==> src/core/afm_pkg.sv <==
package afm_pkg;
  localparam int NUM_CH = 4;
  localparam logic [6:0] ADDR_BASE = 7'h6C;
  localparam logic [7:0] REG_FAULT = 8'h00;
  localparam logic [7:0] REG_SUPPLY = 8'h01;
  localparam logic [7:0] REG_THERMAL = 8'h04;
  localparam logic [7:0] REG_GAIN = 8'h05;
  localparam logic [7:0] REG_INDSEL = 8'h0A;
  localparam logic [7:0] REG_HIZ = 8'h0C;
  localparam logic [7:0] REG_DCCFG = 8'h0D;
  localparam logic [7:0] REG_CTRL = 8'h0E;
  localparam int THERM_BIT0 = 5;
  localparam int SUP_UV_PWR = 0;
  localparam int SUP_UV_ANA = 1;
  localparam int SUP_UV_CP = 2;
  localparam int SUP_OV = 3;
  localparam int SUP_TSD = 4;
  localparam int FLT_OC0 = 0;
  localparam int FLT_DC0 = 4;
  localparam int CTRL_FRESET = 0;
  localparam int CTRL_DC_EN = 1;
  localparam int CTRL_EXT_OSC = 2;
  localparam logic [7:0] GAIN_RST = 8'hAA;
  localparam logic [7:0] INDSEL_RST = 8'h01;
  localparam logic [7:0] HIZ_RST = 8'h0F;
  localparam logic [7:0] DCCFG_RST = 8'h08;
  localparam logic [7:0] CTRL_RST = 8'h00;
  localparam logic [1:0] IND_CLIP = 2'h0;
  localparam logic [1:0] IND_WARN = 2'h1;
  localparam logic [1:0] IND_BOTH = 2'h2;
  localparam logic [1:0] IND_TWEET = 2'h3;
  localparam int CLK_MHZ = 200;
  localparam int OC_TRIP_US = 200;
  localparam int OC_TRIP_CYC = OC_TRIP_US * CLK_MHZ;
  localparam int DC_PERSIST_US = 100;
  localparam int DC_PERSIST_CYC = DC_PERSIST_US * CLK_MHZ;
  typedef struct packed {
    logic [NUM_CH-1:0] pulse_current_limit;
    logic [NUM_CH-1:0] peak_over;
    logic [NUM_CH-1:0] full_duty;
    logic [NUM_CH-1:0] tweet_over;
  } afm_chan_t;
  typedef struct packed {
    logic [2:0] thermal_warning;
    logic thermal_shutdown;
    logic uv_power;
    logic uv_analog;
    logic uv_charge_pump;
    logic overvoltage_event;
    logic power_on_reset;
  } afm_mon_t;
  typedef enum logic [4:0] {
    ST_IDLE = 5'b00001,
    ST_ADDR = 5'b00010,
    ST_WRITE = 5'b00100,
    ST_READ = 5'b01000,
    ST_ACK = 5'b10000
  } afm_state_t;
endpackage : afm_pkg

==> src/core/afm_fault_monitor.sv <==
`timescale 1ns/1ps
// Operation
// - pulse limit trims pulses, never shuts down
// - severe peak shuts only that channel
// - overcurrent shutdown flags fault, host restarts
// - dc offset compared, must persist
// - dc shutdown off at reset, per channel
// - clip asserted while full duty persists
// - shared indicator source select, four modes
// - indicator shows thermal warning after reset
// - three thermal thresholds in bits 5-7
// - thermal shutdown: hi-z, fault, port readable
// - warning holds until below level one
// - foldback reduces gain, audio continues
// - undervoltage flags fault and source bit
// - power-on reset releases control port
// - overvoltage flags fault and status bit
// - per-channel gain 12, 20, 26, 32 dB
// - host hi-z per channel, fault reset
// - strap picks osc role and address
// - switching clock synced or external
// - target only, no clock stretching
// - bytes msb first, device acks low
// - sequential access with auto-increment pointer
// - fault output active-low open drain
// - tweeter mode: low while current high
module afm_fault_monitor
  import afm_pkg::*;
#(
  parameter int OC_CYC = OC_TRIP_CYC,
  parameter int DC_CYC = DC_PERSIST_CYC
) (
  input wire logic clk_in,
  input wire logic rst_n_in,
  input wire logic scl_in,
  input wire logic sda_in,
  output logic sda_out,
  output logic sda_oe_out,
  input wire logic [1:0] addr_strap_in,
  input wire afm_chan_t chan_in,
  input wire logic [NUM_CH-1:0] dc_over_in,
  input wire afm_mon_t mon_in,
  input wire logic foldback_in,
  input wire logic oscillator_sync_line_in,
  input wire logic int_osc_in,
  output logic [NUM_CH-1:0] pulse_trim_out,
  output logic [NUM_CH-1:0] chan_hiz_out,
  output logic [NUM_CH*2-1:0] gain_out,
  output logic sw_clk_out,
  output logic osc_master_out,
  output logic [1:0] osc_role_out,
  output logic dc_level_out,
  output logic [7:0] dc_thresh_out,
  output logic fault_n_out,
  output logic fault_oe_out,
  output logic clip_warn_indicator_n_out,
  output logic clip_warn_oe_out
);
  if (OC_CYC < 1 || DC_CYC < 1) begin : g_bad_count
    $error("counts must be positive");
  end
  logic [2:0] scl_s_q, sda_s_q, osc_s_q, int_s_q;
  logic scl_q, sda_q;
  always_ff @(posedge clk_in or negedge rst_n_in) begin
    if (!rst_n_in) begin
      scl_s_q <= 3'h7;
      sda_s_q <= 3'h7;
      osc_s_q <= 3'h0;
      int_s_q <= 3'h0;
    end else begin
      scl_s_q <= {scl_s_q[1:0], scl_in};
      sda_s_q <= {sda_s_q[1:0], sda_in};
      osc_s_q <= {osc_s_q[1:0], oscillator_sync_line_in};
      int_s_q <= {int_s_q[1:0], int_osc_in};
    end
  end
  logic scl_d, sda_d;
  assign scl_d = (scl_s_q[1] == scl_s_q[2]) ? scl_s_q[2] : scl_q;
  assign sda_d = (sda_s_q[1] == sda_s_q[2]) ? sda_s_q[2] : sda_q;
  always_ff @(posedge clk_in or negedge rst_n_in) begin
    if (!rst_n_in) begin
      scl_q <= 1'b1;
      sda_q <= 1'b1;
    end else begin
      scl_q <= scl_d;
      sda_q <= sda_d;
    end
  end
  logic start_c, stop_c, scl_rise, scl_fall;
  assign start_c = scl_q && scl_d && sda_q && !sda_d;
  assign stop_c = scl_q && scl_d && !sda_q && sda_d;
  assign scl_rise = !scl_q && scl_d;
  assign scl_fall = scl_q && !scl_d;
  // registers
  logic [7:0] gain_q, indsel_q, hiz_q, dccfg_q, ctrl_q, fault_q, supply_q;
  logic [7:0] ptr_q, sh_q, rd_q;
  logic [3:0] bitc_q;
  logic rw_q, ack_q, addr_ph_q, nack_q;
  afm_state_t st_q;
  logic [6:0] my_addr;
  assign my_addr = ADDR_BASE | {5'h00, addr_strap_in};
  logic wr_stb;
  logic [7:0] wr_data;
  logic fault_reset;
  assign fault_reset = wr_stb && ptr_q == REG_CTRL && wr_data[CTRL_FRESET];
  function automatic logic [7:0] rd_mux(input logic [7:0] a);
    unique case (a)
      REG_FAULT: rd_mux = fault_q;
      REG_SUPPLY: rd_mux = supply_q;
      REG_THERMAL: rd_mux = {mon_in.thermal_warning, 5'h00};
      REG_GAIN: rd_mux = gain_q;
      REG_INDSEL: rd_mux = indsel_q;
      REG_HIZ: rd_mux = hiz_q;
      REG_DCCFG: rd_mux = dccfg_q;
      REG_CTRL: rd_mux = ctrl_q;
      default: rd_mux = 8'h00;
    endcase
  endfunction : rd_mux
  // bus engine; holds sda only low, never scl
  always_ff @(posedge clk_in or negedge rst_n_in) begin
    if (!rst_n_in) begin
      st_q <= ST_IDLE;
      bitc_q <= 4'h0;
      sh_q <= 8'h00;
      rd_q <= 8'h00;
      ptr_q <= 8'h00;
      rw_q <= 1'b0;
      ack_q <= 1'b0;
      addr_ph_q <= 1'b0;
      nack_q <= 1'b0;
    end else if (mon_in.power_on_reset || stop_c) begin
      st_q <= ST_IDLE;
      ack_q <= 1'b0;
    end else if (start_c) begin
      st_q <= ST_ADDR;
      bitc_q <= 4'h0;
      ack_q <= 1'b0;
    end else begin
      unique case (st_q)
        ST_IDLE: ack_q <= 1'b0;
        ST_ADDR, ST_WRITE: begin
          if (scl_rise) begin
            sh_q <= {sh_q[6:0], sda_q};
            bitc_q <= bitc_q + 4'h1;
          end
          if (scl_fall && bitc_q == 4'h8) begin
            bitc_q <= 4'h0;
            if (st_q == ST_ADDR) begin
              if (sh_q[7:1] == my_addr) begin
                rw_q <= sh_q[0];
                ack_q <= 1'b1;
                addr_ph_q <= 1'b1;
                rd_q <= rd_mux(ptr_q);
                st_q <= ST_ACK;
              end else begin
                st_q <= ST_IDLE;
              end
            end else begin
              ack_q <= 1'b1;
              st_q <= ST_ACK;
              if (addr_ph_q) begin
                ptr_q <= sh_q;
                addr_ph_q <= 1'b0;
              end else begin
                ptr_q <= ptr_q + 8'h01;
              end
            end
          end
        end
        ST_ACK: begin
          if (scl_rise && !ack_q) nack_q <= sda_q;
          if (scl_fall) begin
            ack_q <= 1'b0;
            if (!rw_q) begin
              st_q <= ST_WRITE;
            end else if (rw_q && ack_q) begin
              st_q <= ST_READ;
            end else if (nack_q) begin
              st_q <= ST_IDLE;
            end else begin
              st_q <= ST_READ;
            end
          end
        end
        ST_READ: begin
          if (scl_fall) begin
            if (bitc_q == 4'h7) begin
              bitc_q <= 4'h0;
              ptr_q <= ptr_q + 8'h01;
              rd_q <= rd_mux(ptr_q + 8'h01);
              st_q <= ST_ACK;
            end else begin
              bitc_q <= bitc_q + 4'h1;
              rd_q <= {rd_q[6:0], 1'b0};
            end
          end
        end
        default: st_q <= ST_IDLE;
      endcase
    end
  end
  assign wr_stb = st_q == ST_WRITE && scl_fall && bitc_q == 4'h8 && !addr_ph_q;
  assign wr_data = sh_q;
  always_ff @(posedge clk_in or negedge rst_n_in) begin
    if (!rst_n_in) begin
      sda_out <= 1'b0;
      sda_oe_out <= 1'b0;
    end else begin
      sda_out <= 1'b0;
      sda_oe_out <= !mon_in.power_on_reset &&
        (ack_q || (st_q == ST_READ && !rd_q[7]));
    end
  end
  // host-writable configuration
  always_ff @(posedge clk_in or negedge rst_n_in) begin
    if (!rst_n_in) begin
      gain_q <= GAIN_RST;
      indsel_q <= INDSEL_RST;
      hiz_q <= HIZ_RST;
      dccfg_q <= DCCFG_RST;
      ctrl_q <= CTRL_RST;
    end else if (wr_stb) begin
      unique case (ptr_q)
        REG_GAIN: gain_q <= wr_data;
        REG_INDSEL: indsel_q <= wr_data;
        REG_HIZ: hiz_q <= wr_data;
        REG_DCCFG: dccfg_q <= wr_data;
        REG_CTRL: ctrl_q <= {wr_data[7:1], 1'b0};
        default: ;
      endcase
    end
  end
  // per-channel overcurrent and dc persistence timers
  logic [NUM_CH-1:0] oc_trip, dc_trip;
  for (genvar c = 0; c < NUM_CH; c++) begin : g_ch
    logic [31:0] oc_cnt_q, dc_cnt_q;
    always_ff @(posedge clk_in or negedge rst_n_in) begin
      if (!rst_n_in) begin
        oc_cnt_q <= 32'h0;
        dc_cnt_q <= 32'h0;
      end else begin
        oc_cnt_q <= chan_in.peak_over[c] ? oc_cnt_q + 32'h1 : 32'h0;
        dc_cnt_q <= dc_over_in[c] ? dc_cnt_q + 32'h1 : 32'h0;
      end
    end
    assign oc_trip[c] = chan_in.peak_over[c] && oc_cnt_q >= 32'(OC_CYC - 1);
    assign dc_trip[c] = dc_over_in[c] && dc_cnt_q >= 32'(DC_CYC - 1);
  end
  // latched faults: set wins over the reset command
  always_ff @(posedge clk_in or negedge rst_n_in) begin
    if (!rst_n_in) begin
      fault_q <= 8'h00;
      supply_q <= 8'h00;
    end else begin
      fault_q <= ((fault_reset ? 8'h00 : fault_q)
        | {4'h0, oc_trip} << FLT_OC0
        | ({4'h0, dc_trip & {NUM_CH{ctrl_q[CTRL_DC_EN]}}} << FLT_DC0));
      supply_q <= (fault_reset ? 8'h00 : supply_q) | {3'h0,
        mon_in.thermal_shutdown, mon_in.overvoltage_event,
        mon_in.uv_charge_pump, mon_in.uv_analog, mon_in.uv_power};
    end
  end
  logic glob_off;
  assign glob_off = |supply_q;
  always_ff @(posedge clk_in or negedge rst_n_in) begin
    if (!rst_n_in) begin
      chan_hiz_out <= '1;
      pulse_trim_out <= '0;
      gain_out <= '0;
      fault_oe_out <= 1'b0;
    end else begin
      chan_hiz_out <= hiz_q[NUM_CH-1:0] | fault_q[FLT_OC0 +: NUM_CH]
        | fault_q[FLT_DC0 +: NUM_CH] | {NUM_CH{glob_off}};
      pulse_trim_out <= chan_in.pulse_current_limit;
      for (int i = 0; i < NUM_CH; i++) begin
        gain_out[2*i +: 2] <= (foldback_in && gain_q[2*i +: 2] != 2'h0) ?
          gain_q[2*i +: 2] - 2'h1 : gain_q[2*i +: 2];
      end
      fault_oe_out <= (|fault_q) || glob_off || mon_in.power_on_reset;
    end
  end
  assign fault_n_out = 1'b0;
  logic ind_act;
  always_comb begin
    unique case (indsel_q[1:0])
      IND_CLIP: ind_act = |chan_in.full_duty;
      IND_WARN: ind_act = mon_in.thermal_warning[0];
      IND_BOTH: ind_act = (|chan_in.full_duty) || mon_in.thermal_warning[0];
      IND_TWEET: ind_act = |chan_in.tweet_over;
    endcase
  end
  always_ff @(posedge clk_in or negedge rst_n_in) begin
    if (!rst_n_in) clip_warn_oe_out <= 1'b0;
    else clip_warn_oe_out <= ind_act;
  end
  assign clip_warn_indicator_n_out = 1'b0;
  // oscillator role and switching clock source
  always_ff @(posedge clk_in or negedge rst_n_in) begin
    if (!rst_n_in) begin
      sw_clk_out <= 1'b0;
      osc_master_out <= 1'b0;
      osc_role_out <= 2'h0;
    end else begin
      osc_role_out <= addr_strap_in;
      osc_master_out <= addr_strap_in == 2'h0;
      sw_clk_out <= (ctrl_q[CTRL_EXT_OSC] || addr_strap_in != 2'h0) ?
        ((osc_s_q[1] == osc_s_q[2]) ? osc_s_q[2] : sw_clk_out) :
        ((int_s_q[1] == int_s_q[2]) ? int_s_q[2] : sw_clk_out);
    end
  end
  assign dc_level_out = ctrl_q[CTRL_DC_EN];
  assign dc_thresh_out = dccfg_q;
endmodule : afm_fault_monitor

==> config.mk <==
export PLATFORM = sky130hd
export DESIGN_NAME = afm_fault_monitor
export DESIGN_NICKNAME = d
export VERILOG_FILES = /design/src/core/afm_pkg.sv /design/src/core/afm_fault_monitor.sv
export SDC_FILE = /design/constraint.sdc
export NUM_CORES = 1
export LEC_CHECK = 0
export BUFFER_PORTS_ARGS = -buffer_cell sky130_fd_sc_hd__buf_2
export CAP_MARGIN = 25
export CORE_MARGIN = 2
export CORE_UTILIZATION = 56
export CTS_BUF_LIST = sky130_fd_sc_hd__clkbuf_8 sky130_fd_sc_hd__clkbuf_16
export DETAILED_ROUTE_END_ITERATION = 8
export PLACE_DENSITY = 0.77
export SKIP_LAST_GASP = 1
export SYNTH_ARGS = -nofsm -noshare
export SYNTH_HDL_FRONTEND = slang
export SYNTH_SLANG_ARGS = --single-unit
==> constraint.sdc <==
create_clock -name clk_in -period 2.6 [get_ports clk_in]
set_clock_uncertainty 0.1 [all_clocks]
set_input_delay 0.13 -clock clk_in [delete_from_list [all_inputs] [get_ports clk_in]]
set_output_delay 0.13 -clock clk_in [all_outputs]
set_load 0.005 [all_outputs]
==> Word level (Yosys, flattened, before mapping) <==
Index checks and enable logic that the tools add are counted.
{ "classes": {"addsub": 14, "order_cmp": 8, "n_eq_ne": 45, "n_mux": 60, "bitwise_logic": 9, "n_reduce_logical": 76} }
{ "ops": {"columns": ["operator", "n"], "rows": [
  ["32-bit by 1-bit adder with 32-bit output, second input constant", 8],
  ["32-bit two-way mux", 8],
  ["32-bit by 15-bit greater-or-equal comparator with 1-bit output, second input constant", 4],
  ["32-bit by 16-bit greater-or-equal comparator with 1-bit output, second input constant", 4],
  ["8-bit one-hot mux with 8 select lines", 2],
  ["8-bit two-way mux", 12],
  ["8-bit by 4-bit equality test with 1-bit output, second input constant", 8],
  ["5-bit two-way mux", 8],
  ["8-bit by 3-bit equality test with 1-bit output, second input constant", 4],
  ["4-bit two-way mux", 8],
  ["8-bit one-hot mux with 2 select lines", 2],
  ["1-bit logical AND", 29],
  ["4-bit != test, second input constant", 5],
  ["5-bit one-hot mux with 4 select lines", 1],
  ["8-bit by 1-bit equality test with 1-bit output, second input constant", 2],
  ["8-bit logical NOT", 2],
  ["4-bit AND reduction", 4],
  ["8-bit OR reduction", 2],
  ["7-bit AND reduction", 2],
  ["2-bit nonzero test", 7],
  ["1-bit two-way mux", 12],
  ["2-bit != test, second input constant", 6],
  ["4-bit bitwise OR", 3],
  ["2-bit AND reduction", 6],
  ["35 further kinds", 63]
]} }
{ "totals": {"reg_bits": 385, "inputBits": 38, "out_inout_bits": 35, "wordCells": 251} }

==> Logic depth before layout (Yosys ltp) <==
Gate-level depths: netlist of run 1.
{ "depth": {"depth_word": 12, "ltp_mapped": 11, "ltp_nobuf": 8} }

==> Worst setup path before layout of run 1 <==
No wires, ideal clock.
{ "synth_path": {"path_kind": "register -> register", "from": "register bitc_q[0]", "to": "register indsel_q[1]", "setup_ps": 125, "arrival_ps": 2349, "setup_slack_ps": 27, "path_stages_with_launch": 9, "synth_period_minus_slack_ps": 2573, "cell_sequence": "dfrtp_1 > inv_1 > ha_1 > nand4b_1 > or3_1 > buf_6 > or3_4 > nor4_4 > mux2_2"} }
{ "synth_via": {"elab_chain_len": 4} }
{ "synth_lines": {"columns": ["item", "line", "source"], "rows": [
  ["start, declared", "afm_fault_monitor.sv:97", "logic [3:0] bitc_q;"],
  ["start signal, assigned", "afm_fault_monitor.sv:144", "bitc_q <= bitc_q + 4'h1;"],
  ["start signal, assigned", "afm_fault_monitor.sv:193", "bitc_q <= bitc_q + 4'h1;"],
  ["4-bit equality test", "afm_fault_monitor.sv:202", "assign wr_stb = st_q == ST_WRITE && scl_fall && bitc_q == 4'h8 && !addr_ph_q;"],
  ["1-bit logical AND (2 in series)", "afm_fault_monitor.sv:202", null],
  ["2-bit AND reduction (no line)", null, null],
  ["end signal, assigned", "afm_fault_monitor.sv:225", "REG_INDSEL: indsel_q <= wr_data;"],
  ["end, declared", "afm_fault_monitor.sv:95", "logic [7:0] gain_q, indsel_q, hiz_q, dccfg_q, ctrl_q, fault_q, supply_q;"]
]} }
No other way between the ends.
A chain may end at the register's enable or synchronous reset.

==> Worst setup path in the final report of run 1 <==
{ "layout_path": {"from": "register sda_q", "to": "register bitc_q[2]"} }
{ "layout_via": {"elab_chain_len": 6, "elab_cells_between_ends": 14, "classes_between": "eq/ne (2); mux (2); bitwise (1); reduce/logical (9)"} }
{ "layout_lines": {"columns": ["item", "line", "source"], "rows": [
  ["start, declared", "afm_fault_monitor.sv:63", "logic scl_q, sda_q;"],
  ["start signal, assigned", "afm_fault_monitor.sv:83", "sda_q <= 1'b1;"],
  ["start signal, assigned", "afm_fault_monitor.sv:86", "sda_q <= sda_d;"],
  ["parallel branches: the longest is 6 deep, another holds 4-bit != test", null, null]
]} }
Several ways; the timed one is not identified.

==> impl_results.md, run 1 <==
* Fraction of registers with async set/reset at 100.0%
* Tcrit/Tclk final at 96.28%
* Routed length per placed instance at about 17 µm
* Total iterations of the first detailed-routing run at 5
* Clock transition at the registers of the reported paths at ~60 ps
* Most frequent cells after synthesis: dfrtp_1 (359), and2_1 (197), nand2_1 (153), xnor2_1 (138), nand3_1 (115)
* CTS H-Tree Depth at 2
* Largest family of logic cells by synthesized area: simple AND/OR/NAND/NOR gates
* VDD IR max at 535.2 µV
* Hold_ws at 62.18 ps
* # diodes at 0
* Root Buffer Master: clkbuf_16
* Synth area leader: dfrtp_1
* Crit path time final at between 2000 and 3000 ps
* Post-Synth Adder-Cell Area at under 10%
* Vias in the first global route at 14,646
* Slowest library cell on the worst path: or4b_2
* Setup TNS at 0 ps
* Largest net degree at the start of global routing at 74
* Die Y-Extent at 190.7 µm
* Status: completed
* Layout cell share with drive strength beyond 1 at 14.30%
* Synth warn at 0
* Slew Limit Fails at 0
* Clock share of power at 47.0%
* CP Class: reg -> reg
* GRT overflow at 0
* Setup Viol. Count Final at 0
* CP Launch Type: register
* Post-synth design cell area at 19,520 µm²
* CP max FO at 6
* CP Capture Type: register
* Clock Tree Buf Depth at 3
* Crit path buffers/inverters at 0
* Cells after Synth at between 1,500 and 2,000
* Slew margin rel. at 61.55%
* Max-Cap Viols at 0
* ANT nets after route at 0
* Starting Density at 56.66%
* Crit path DAT at 2880 ps
* Clk Latency, worst-skew pair at 540 ps
* Switching share of total power at 23.19%
* Critical Path Max Stage Delay at 630 ps
* Fmax at 0.3995 GHz
* Internal power at approximately 10 mW
* Core Util, Final at 65.36%
* RSZ-0062 raised after global routing: no
* CP top delay family: simple AND/OR/NAND/NOR gates
* Post-DP HPWL at 29,630 µm
* Top cell type's share of synthesized area at 46.01%
* P_sw at 3.161 mW
* Seq pwr share at a little under half
* Initial drt markers at roughly 900
* # rows at 68
* Logic pwr share at 7.7%
* Core Footprint at 34,460 µm²
* CTS tree: done
* Yosys reg bits at 382
* Synth Area in Compound Gates at 8.850%
* Post-synthesis mux area share at 3.262%
* Clock sinks at 382
* Global-route usage over all layers at 24.60%
* Leakage at 10.27 nW
* Hold Path Class: in -> async
* Gp weighted congestion at 0.9296
* Worst Tran Pin Value at 576.7 ps
* Nets at 2,135
* Drt total wl at 43,440 µm
* Yosys cell types at 74
* Dominant synthesized flop cell: dfrtp_1
* I/O pin total at 73
* Cell-by-cell trace of the critical path: or3b_2 -> or2_2 -> nor2_1 -> a31oi_4 -> or4b_2 -> nand2_1
* Die Span X at 190.7 µm
* Die area at 36,370 µm²
* Num CTS Buffers at 42
* Critical Path RT at between 2000 and 3000 ps
* Fin. Hold Viols at 0
* Initial antenna violation count at 0
* Synth Area in Simple Gates at 25.53%
* Most common cell in the netlist: dfrtp_1
* Cell Pwr Density at 605.3 nW/µm²
* Vias at 14,883
* Vias/cell at 5.798
* Syn Area/Cell at between 10 and 15 µm²
* Overall Power at approximately 14 mW
* IO buf count at 69
* Ranking of synthesized cells by area: dfrtp_1 (46%), and2_1 (6.3%), xnor2_1 (6.2%)
* Register area share after synthesis at 49.11%
* Post-synth EDFFs at 0
* Area growth, synth to finish at 15.36%
* Drt drc at 0
* Xor-xnor portion of the synthesized cell area at 9.683%
* First-pass GRT wire length at ~73,000 µm
path summary, 6_finish.rpt:
check | startpoint | to | slack, ps | cells past startpoint
setup / recovery | sda_q$_DFF_PN1_ | bitc_q[2]$_DFFE_PN0P_ | 100 | 6
hold / removal | rst_n_in | g_ch[3].dc_cnt_q[3]$_DFF_PN0_ | 60 | 2
setup reg to reg | sda_q$_DFF_PN1_ | bitc_q[2]$_DFFE_PN0P_ | 100 | 6
hold reg to reg | osc_s_q[0]$_DFF_PN0_ | osc_s_q[1]$_DFF_PN0_ | 260 | 0
max in group asynchronous | rst_n_in | hiz_q[2]$_DFFE_PN1P_ | 1490 | 3
min in group clk_in | chan_in[12] | pulse_trim_out[0]$_DFF_PN0_ | 120 | 2
layout make-up:
class	count	area [µm²]
clock inverters	28	319.1
inverters	38	142.6
well taps	455	569.3
clock buffers	50	1195
flip-flops and latches	382	9590
fillers	2672	11940
multi-input cells	1453	9535
repair buffers	161	1170
cells in the final DEF, fill, tap and decap left out, types with 59 or more instances in the layout:
cell type  count
xnor2_1      138
dfrtp_1      357
buf_4         59
xor2_1        76
o21ai_0       83
and3_1        75
buf_2         68
nand3_1      115
nand2_1      153
and2_1       196
nor2_1        81
per-stage QoR:
step | cell area (µm²) | setup WS [ps] | instances
after floorplan | 19530 | 26.59 | 1943
after global placement | 20690 | 61.48 | 2461
after detailed placement | 20690 | 13.58 | 2461
after CTS | 22490 | 38.60 | 2567
after global routing | 22520 | 1.481 | 2567
final | 22520 | 96.61 | 2567
flip-flops by register name, indices dropped and copies added, names as in the netlist, 4 cells and up:
name	count
ptr_q	8
bitc_q	4
gain_q	8
hiz_q	8
fault_q	8
ctrl_q	7
st_q	5
indsel_q	8
pulse_trim_out	4
gain_out	8
chan_hiz_out	4
supply_q	5
g_ch.oc_cnt_q	128
dc_thresh_out	8
g_ch.dc_cnt_q	128
rd_q	8
sh_q	8
routing by layer:
layer / vias up / track usage [%] / routed length, µm
met3: 87 / 3.681 / 2245
met4: 0 / 7.156 / 1091
li1: 7098 / - / -
met2: 373 / 39.78 / 20420
met5: - / 0 / 0
met1: 7325 / 34.60 / 19680
worst reg2reg max path, delay by kind of cell, from the launching register on:
kind	cells	cell delay, ps
compound gates	1	90
flops	1	550
simple gates	5	1700
cell families after synthesis:
kind of cell               count (synthesis)
AOI/OAI and AO/OA                        261
xor gates and xnor gates                 215
adders and majority gates                 21
buffers and inverters                    108
DFF                                      382
muxes                                     58
other                                      1
and+or+nand+nor                          895
power by group through the flow:
stage | clock network (mW) | registers [mW] | logic [mW]
5_1_grt | 6.80 | 6.19 | 1.18
2_1_floorplan | 0 | 6.26 | 0.600
3_5_place_dp | 0 | 6.28 | 1.00
6_report | 6.40 | 6.18 | 1.05
4_1_cts | 6.53 | 6.17 | 1.04
3_3_place_gp | 0 | 6.27 | 0.986
what timing repair did:
item | CTS | global route
setup buffers | 0 | 0
endpoints found under the hold margin | 481 | 0
setup endpoints to repair | 4 | 20
hold buffers | 28 | 0
resized for setup | 1 | 8
(Power assumes the default switching activity.)
==> inputs of run 2 (changes only) <==
--- a/config.mk
+++ b/config.mk
@@ -5,13 +5,14 @@
 export SDC_FILE = /design/constraint.sdc
 export NUM_CORES = 1
 export LEC_CHECK = 0
+export ABC_AREA = 1
 export BUFFER_PORTS_ARGS = -buffer_cell sky130_fd_sc_hd__buf_2
 export CAP_MARGIN = 25
 export CORE_MARGIN = 2
-export CORE_UTILIZATION = 56
+export CORE_UTILIZATION = 57
 export CTS_BUF_LIST = sky130_fd_sc_hd__clkbuf_8 sky130_fd_sc_hd__clkbuf_16
 export DETAILED_ROUTE_END_ITERATION = 8
-export PLACE_DENSITY = 0.77
+export PLACE_DENSITY = 0.78
 export SKIP_LAST_GASP = 1
 export SYNTH_ARGS = -nofsm -noshare
 export SYNTH_HDL_FRONTEND = slang
==> run 2 against run 1 <==
Net effect:
- register-to-register slack improved by 90 ps
- final area rose by 4.1%
- power up 1.6%
- via count rose by 29%
- worst setup slack gained 90 ps
- critical endpoint is now rd_q[3]$_DFFE_PN0P_
- highest routed layer is now met5
==> impl_results.md, run 2 <==
* Post-DP HPWL at 38,060 µm (+28%)
* Ranking of synthesized cells by area: dfrtp_1 (44%), nand2_1 (9.9%), nor2_1 (6.3%)
* Top cell type's share of synthesized area at 43.82% (-2.2 points)
* Routed length per placed instance at 16.14 µm (-4.6%)
* CP max FO at 6 (unchanged)
* CP Capture Type: register
* Starting Density at 57.78% (+1.1 points)
* Switching share of total power at 24.78% (+1.6 points)
* Most frequent cells after synthesis: nand2_1 (543), dfrtp_1 (359), nor2_1 (346), inv_1 (311), o21ai_0 (184)
* Vias in the first global route at 18,138 (+24%)
* Cell Pwr Density at 591.1 nW/µm² (-2.4%)
* Nets at 2,878 (+35%)
* Vias at 19,148 (+29%)
* # diodes at 0 (unchanged)
* Most Frequent Cell on Critical Path: nand2_1
* Clock sinks at 382 (unchanged)
* Die Y-Extent at 193.7 µm (+1.5%)
* GRT overflow at 0 (unchanged)
* Fmax at 0.4143 GHz (+3.7%)
* Cell-by-cell trace of the critical path: ha_1 -> nand2_1 -> inv_1 -> nor2_4 -> inv_1 -> nor3_2 -> nand2_1 -> nor2_1 -> nor2_1 -> nand2_1 -> nand2_1 -> a21oi_1
* CP top delay family: simple AND/OR/NAND/NOR gates
* Leakage at 10.15 nW (-1.1%)
* CTS H-Tree Depth at 2 (unchanged)
* Register area share after synthesis at 46.77% (-2.3 points)
* Synth area leader: dfrtp_1
* Die area at 37,500 µm² (+3.1%)
* IO buf count at 69 (unchanged)
* I/O pin total at 73 (unchanged)
* Largest regs: g_ch.dc_cnt_q (128), g_ch.oc_cnt_q (128)
* Critical Path RT at 2990 ps (about the same)
* Placed cell count at 3,202 (+30%)
* Hold Path Class: in -> async
* Setup TNS at 0 ps (unchanged)
* # rows at 69 (+1.5%)
* VDD IR max at 1241 µV (+130%)
* Commonest cells after routing, fill and taps aside: nand2_1 (543), dfrtp_1 (359), nor2_1 (346), inv_1 (316), o21ai_0 (184)
* Worst Tran Pin Value at 800.8 ps (+224.1 ps)
* Slew Limit Fails at 0 (unchanged)
* ANT nets after route at 0 (unchanged)
* Global-route usage over all layers at 28.62% (+4.0 points)
* Clock transition at the registers of the reported paths at 60 ps (about the same)
* Logic pwr share at 8.3% (+0.6 points)
* Synth warn at 0 (unchanged)
* Status: completed
* P_sw at 3.433 mW (+8.6%)
* Critical Path Max Stage Delay at 440 ps (-190 ps)
* Fraction of registers with async set/reset at 100.0% (unchanged)
* CP Launch Type: register
* Post-synth EDFFs at 0 (unchanged)
* Num CTS Buffers at 42 (unchanged)
* Clk Latency, worst-skew pair at 570 ps (+30 ps)
* Largest net degree at the start of global routing at 79 (+6.8%)
* Yosys reg bits at 382 (unchanged)
* Slowest library cell on the worst path: dfrtp_1
* Overall Power at 13.86 mW (+1.6%)
* Vias/cell at 5.778 (-0.34%)
* Gp weighted congestion at 0.9690 (+4.2%)
* Fin. Hold Viols at 0 (unchanged)
* Max-Cap Viols at 0 (unchanged)
* Crit path DAT at 2810 ps (-70 ps)
* Post-synth design cell area at 20,500 µm² (+5.0%)
* First-pass GRT wire length at 89,440 µm (+22%)
* Clock Tree Buf Depth at 3 (unchanged)
* Crit path time final at 2414 ps (-89.81 ps)
* Internal power at 10.42 mW (-0.48%)
* Crit path buffers/inverters at 2 (+2)
* Dominant synthesized flop cell: dfrtp_1
* Seq pwr share at 45.6% (+0.3 points)
* Core Footprint at 35,480 µm² (+3.0%)
* Die Span X at 193.7 µm (+1.5%)
* Yosys cell types at 49 (-34%)
* Most common cell in the netlist: nand2_1
* Layout cell share with drive strength beyond 1 at 8.517% (-5.8 points)
* Root Buffer Master: clkbuf_16
* Cells after Synth at 2,678 (+38%)
* CTS tree: done
* Initial antenna violation count at 1 (+1)
* CP Class: reg -> reg
* Total iterations of the first detailed-routing run at 6 (+1)
* Slew margin rel. at 46.32% (-15 points)
* Commonest non-fill, non-tap cell in the layout: nand2_1
* Initial drt markers at 1,697 (+89%)
* Clock share of power at 46.1% (-0.9 points)
* Setup Viol. Count Final at 0 (unchanged)
* Tcrit/Tclk final at 92.83% (-3.5 points)
* Drt total wl at 53,490 µm (+23%)
* Final Instance Count excl. Fillers at 3,314 (+29%)
* Syn Area/Cell at 7.655 µm² (-24%)
* Area growth, synth to finish at 14.34%
* Drt drc at 0 (unchanged)
[run 2: final cells by class]
| type | count | area [µm²] |
|---|---|---|
| sequential | 382 | 9588 |
| tap | 461 | 576.8 |
| multi-input combinational | 1937 | 9542 |
| fill | 3009 | 12040 |
| clock inverter | 24 | 282.8 |
| inverter | 318 | 1196 |
| clock buffer | 52 | 1222 |
| timing repair buffer | 140 | 1033 |
[run 2: through the flow]
stage / area, µm² / hold slack, ps / worst slack, ps / utilization [%]
3_5_place_dp: 21560 / -5.256 / 119.4 / 60.77
4_1_cts: 23400 / 3.378 / 113.6 / 65.95
6_report: 23440 / 13.72 / 186.4 / 66.06
2_1_floorplan: 20510 / -265.6 / 559.5 / -
5_1_grt: 23440 / 53.58 / -37.29 / 66.06
3_3_place_gp: 21560 / -5.629 / 292.0 / 60.77
[run 2: cells by family (layout without fill, tap and decap cells)]
| family | Yosys count | in the layout | synth area share [%] |
|---|---|---|---|
| AO/OA/AOI/OAI | 433 | 433 | 11.43 |
| buffers and inverters | 362 | 534 | 6.854 |
| adder cells (fa/ha/maj) | 20 | 20 | 1.208 |
| other | 1 | 3 | 0.01829 |
| flip-flops | 382 | 382 | 46.77 |
| AND/OR/NAND/NOR | 1417 | 1418 | 31.03 |
| XOR/XNOR | 63 | 63 | 2.691 |
[run 2: routing by layer]
metal  up-vias  wire, µm  part of all wire [%]  global-route usage (%)
met1      9042     23280                    44                   39.25
met3       116      3699                   6.9                   4.453
li1       9280         -                     -                       -
met2       708     25060                    47                   46.76
met4         2      1443                   2.7                   9.556
met5         -        13                 0.024                       0
[run 2: what timing repair did]
item                                    CTS  global route
buffers inserted                          0             2
endpoints found under the setup margin    0            12
resized for setup                         0             4
endpoints found under the hold margin   516             0
hold buffers                             33             0
[run 2: path summary, 6_finish.rpt]
path                            slack [ps]                             to  cells past startpoint                 start
worst max-delay path                   190            rd_q[3]$_DFFE_PN0P_                     12  ptr_q[0]$_DFFE_PN0P_
worst min-delay path                    10  g_ch[2].dc_cnt_q[3]$_DFF_PN0_                      2              rst_n_in
worst max register to register         190            rd_q[3]$_DFFE_PN0P_                     12  ptr_q[0]$_DFFE_PN0P_
worst min register to register         260           scl_s_q[1]$_DFF_PN1_                      0  scl_s_q[0]$_DFF_PN1_
max in group asynchronous             1590  g_ch[3].oc_cnt_q[8]$_DFF_PN0_                      3              rst_n_in
min in group clk_in                     40            rd_q[5]$_DFFE_PN0P_                      7             mon_in[6]
[run 2: power by group through the flow]
stage,registers (mW),clock network (mW),logic (mW)
6_report,6.32,6.39,1.15
5_1_grt,6.34,6.76,1.30
4_1_cts,6.31,6.52,1.13
3_5_place_dp,6.41,0,1.09
3_3_place_gp,6.40,0,1.05
2_1_floorplan,6.35,0,0.712
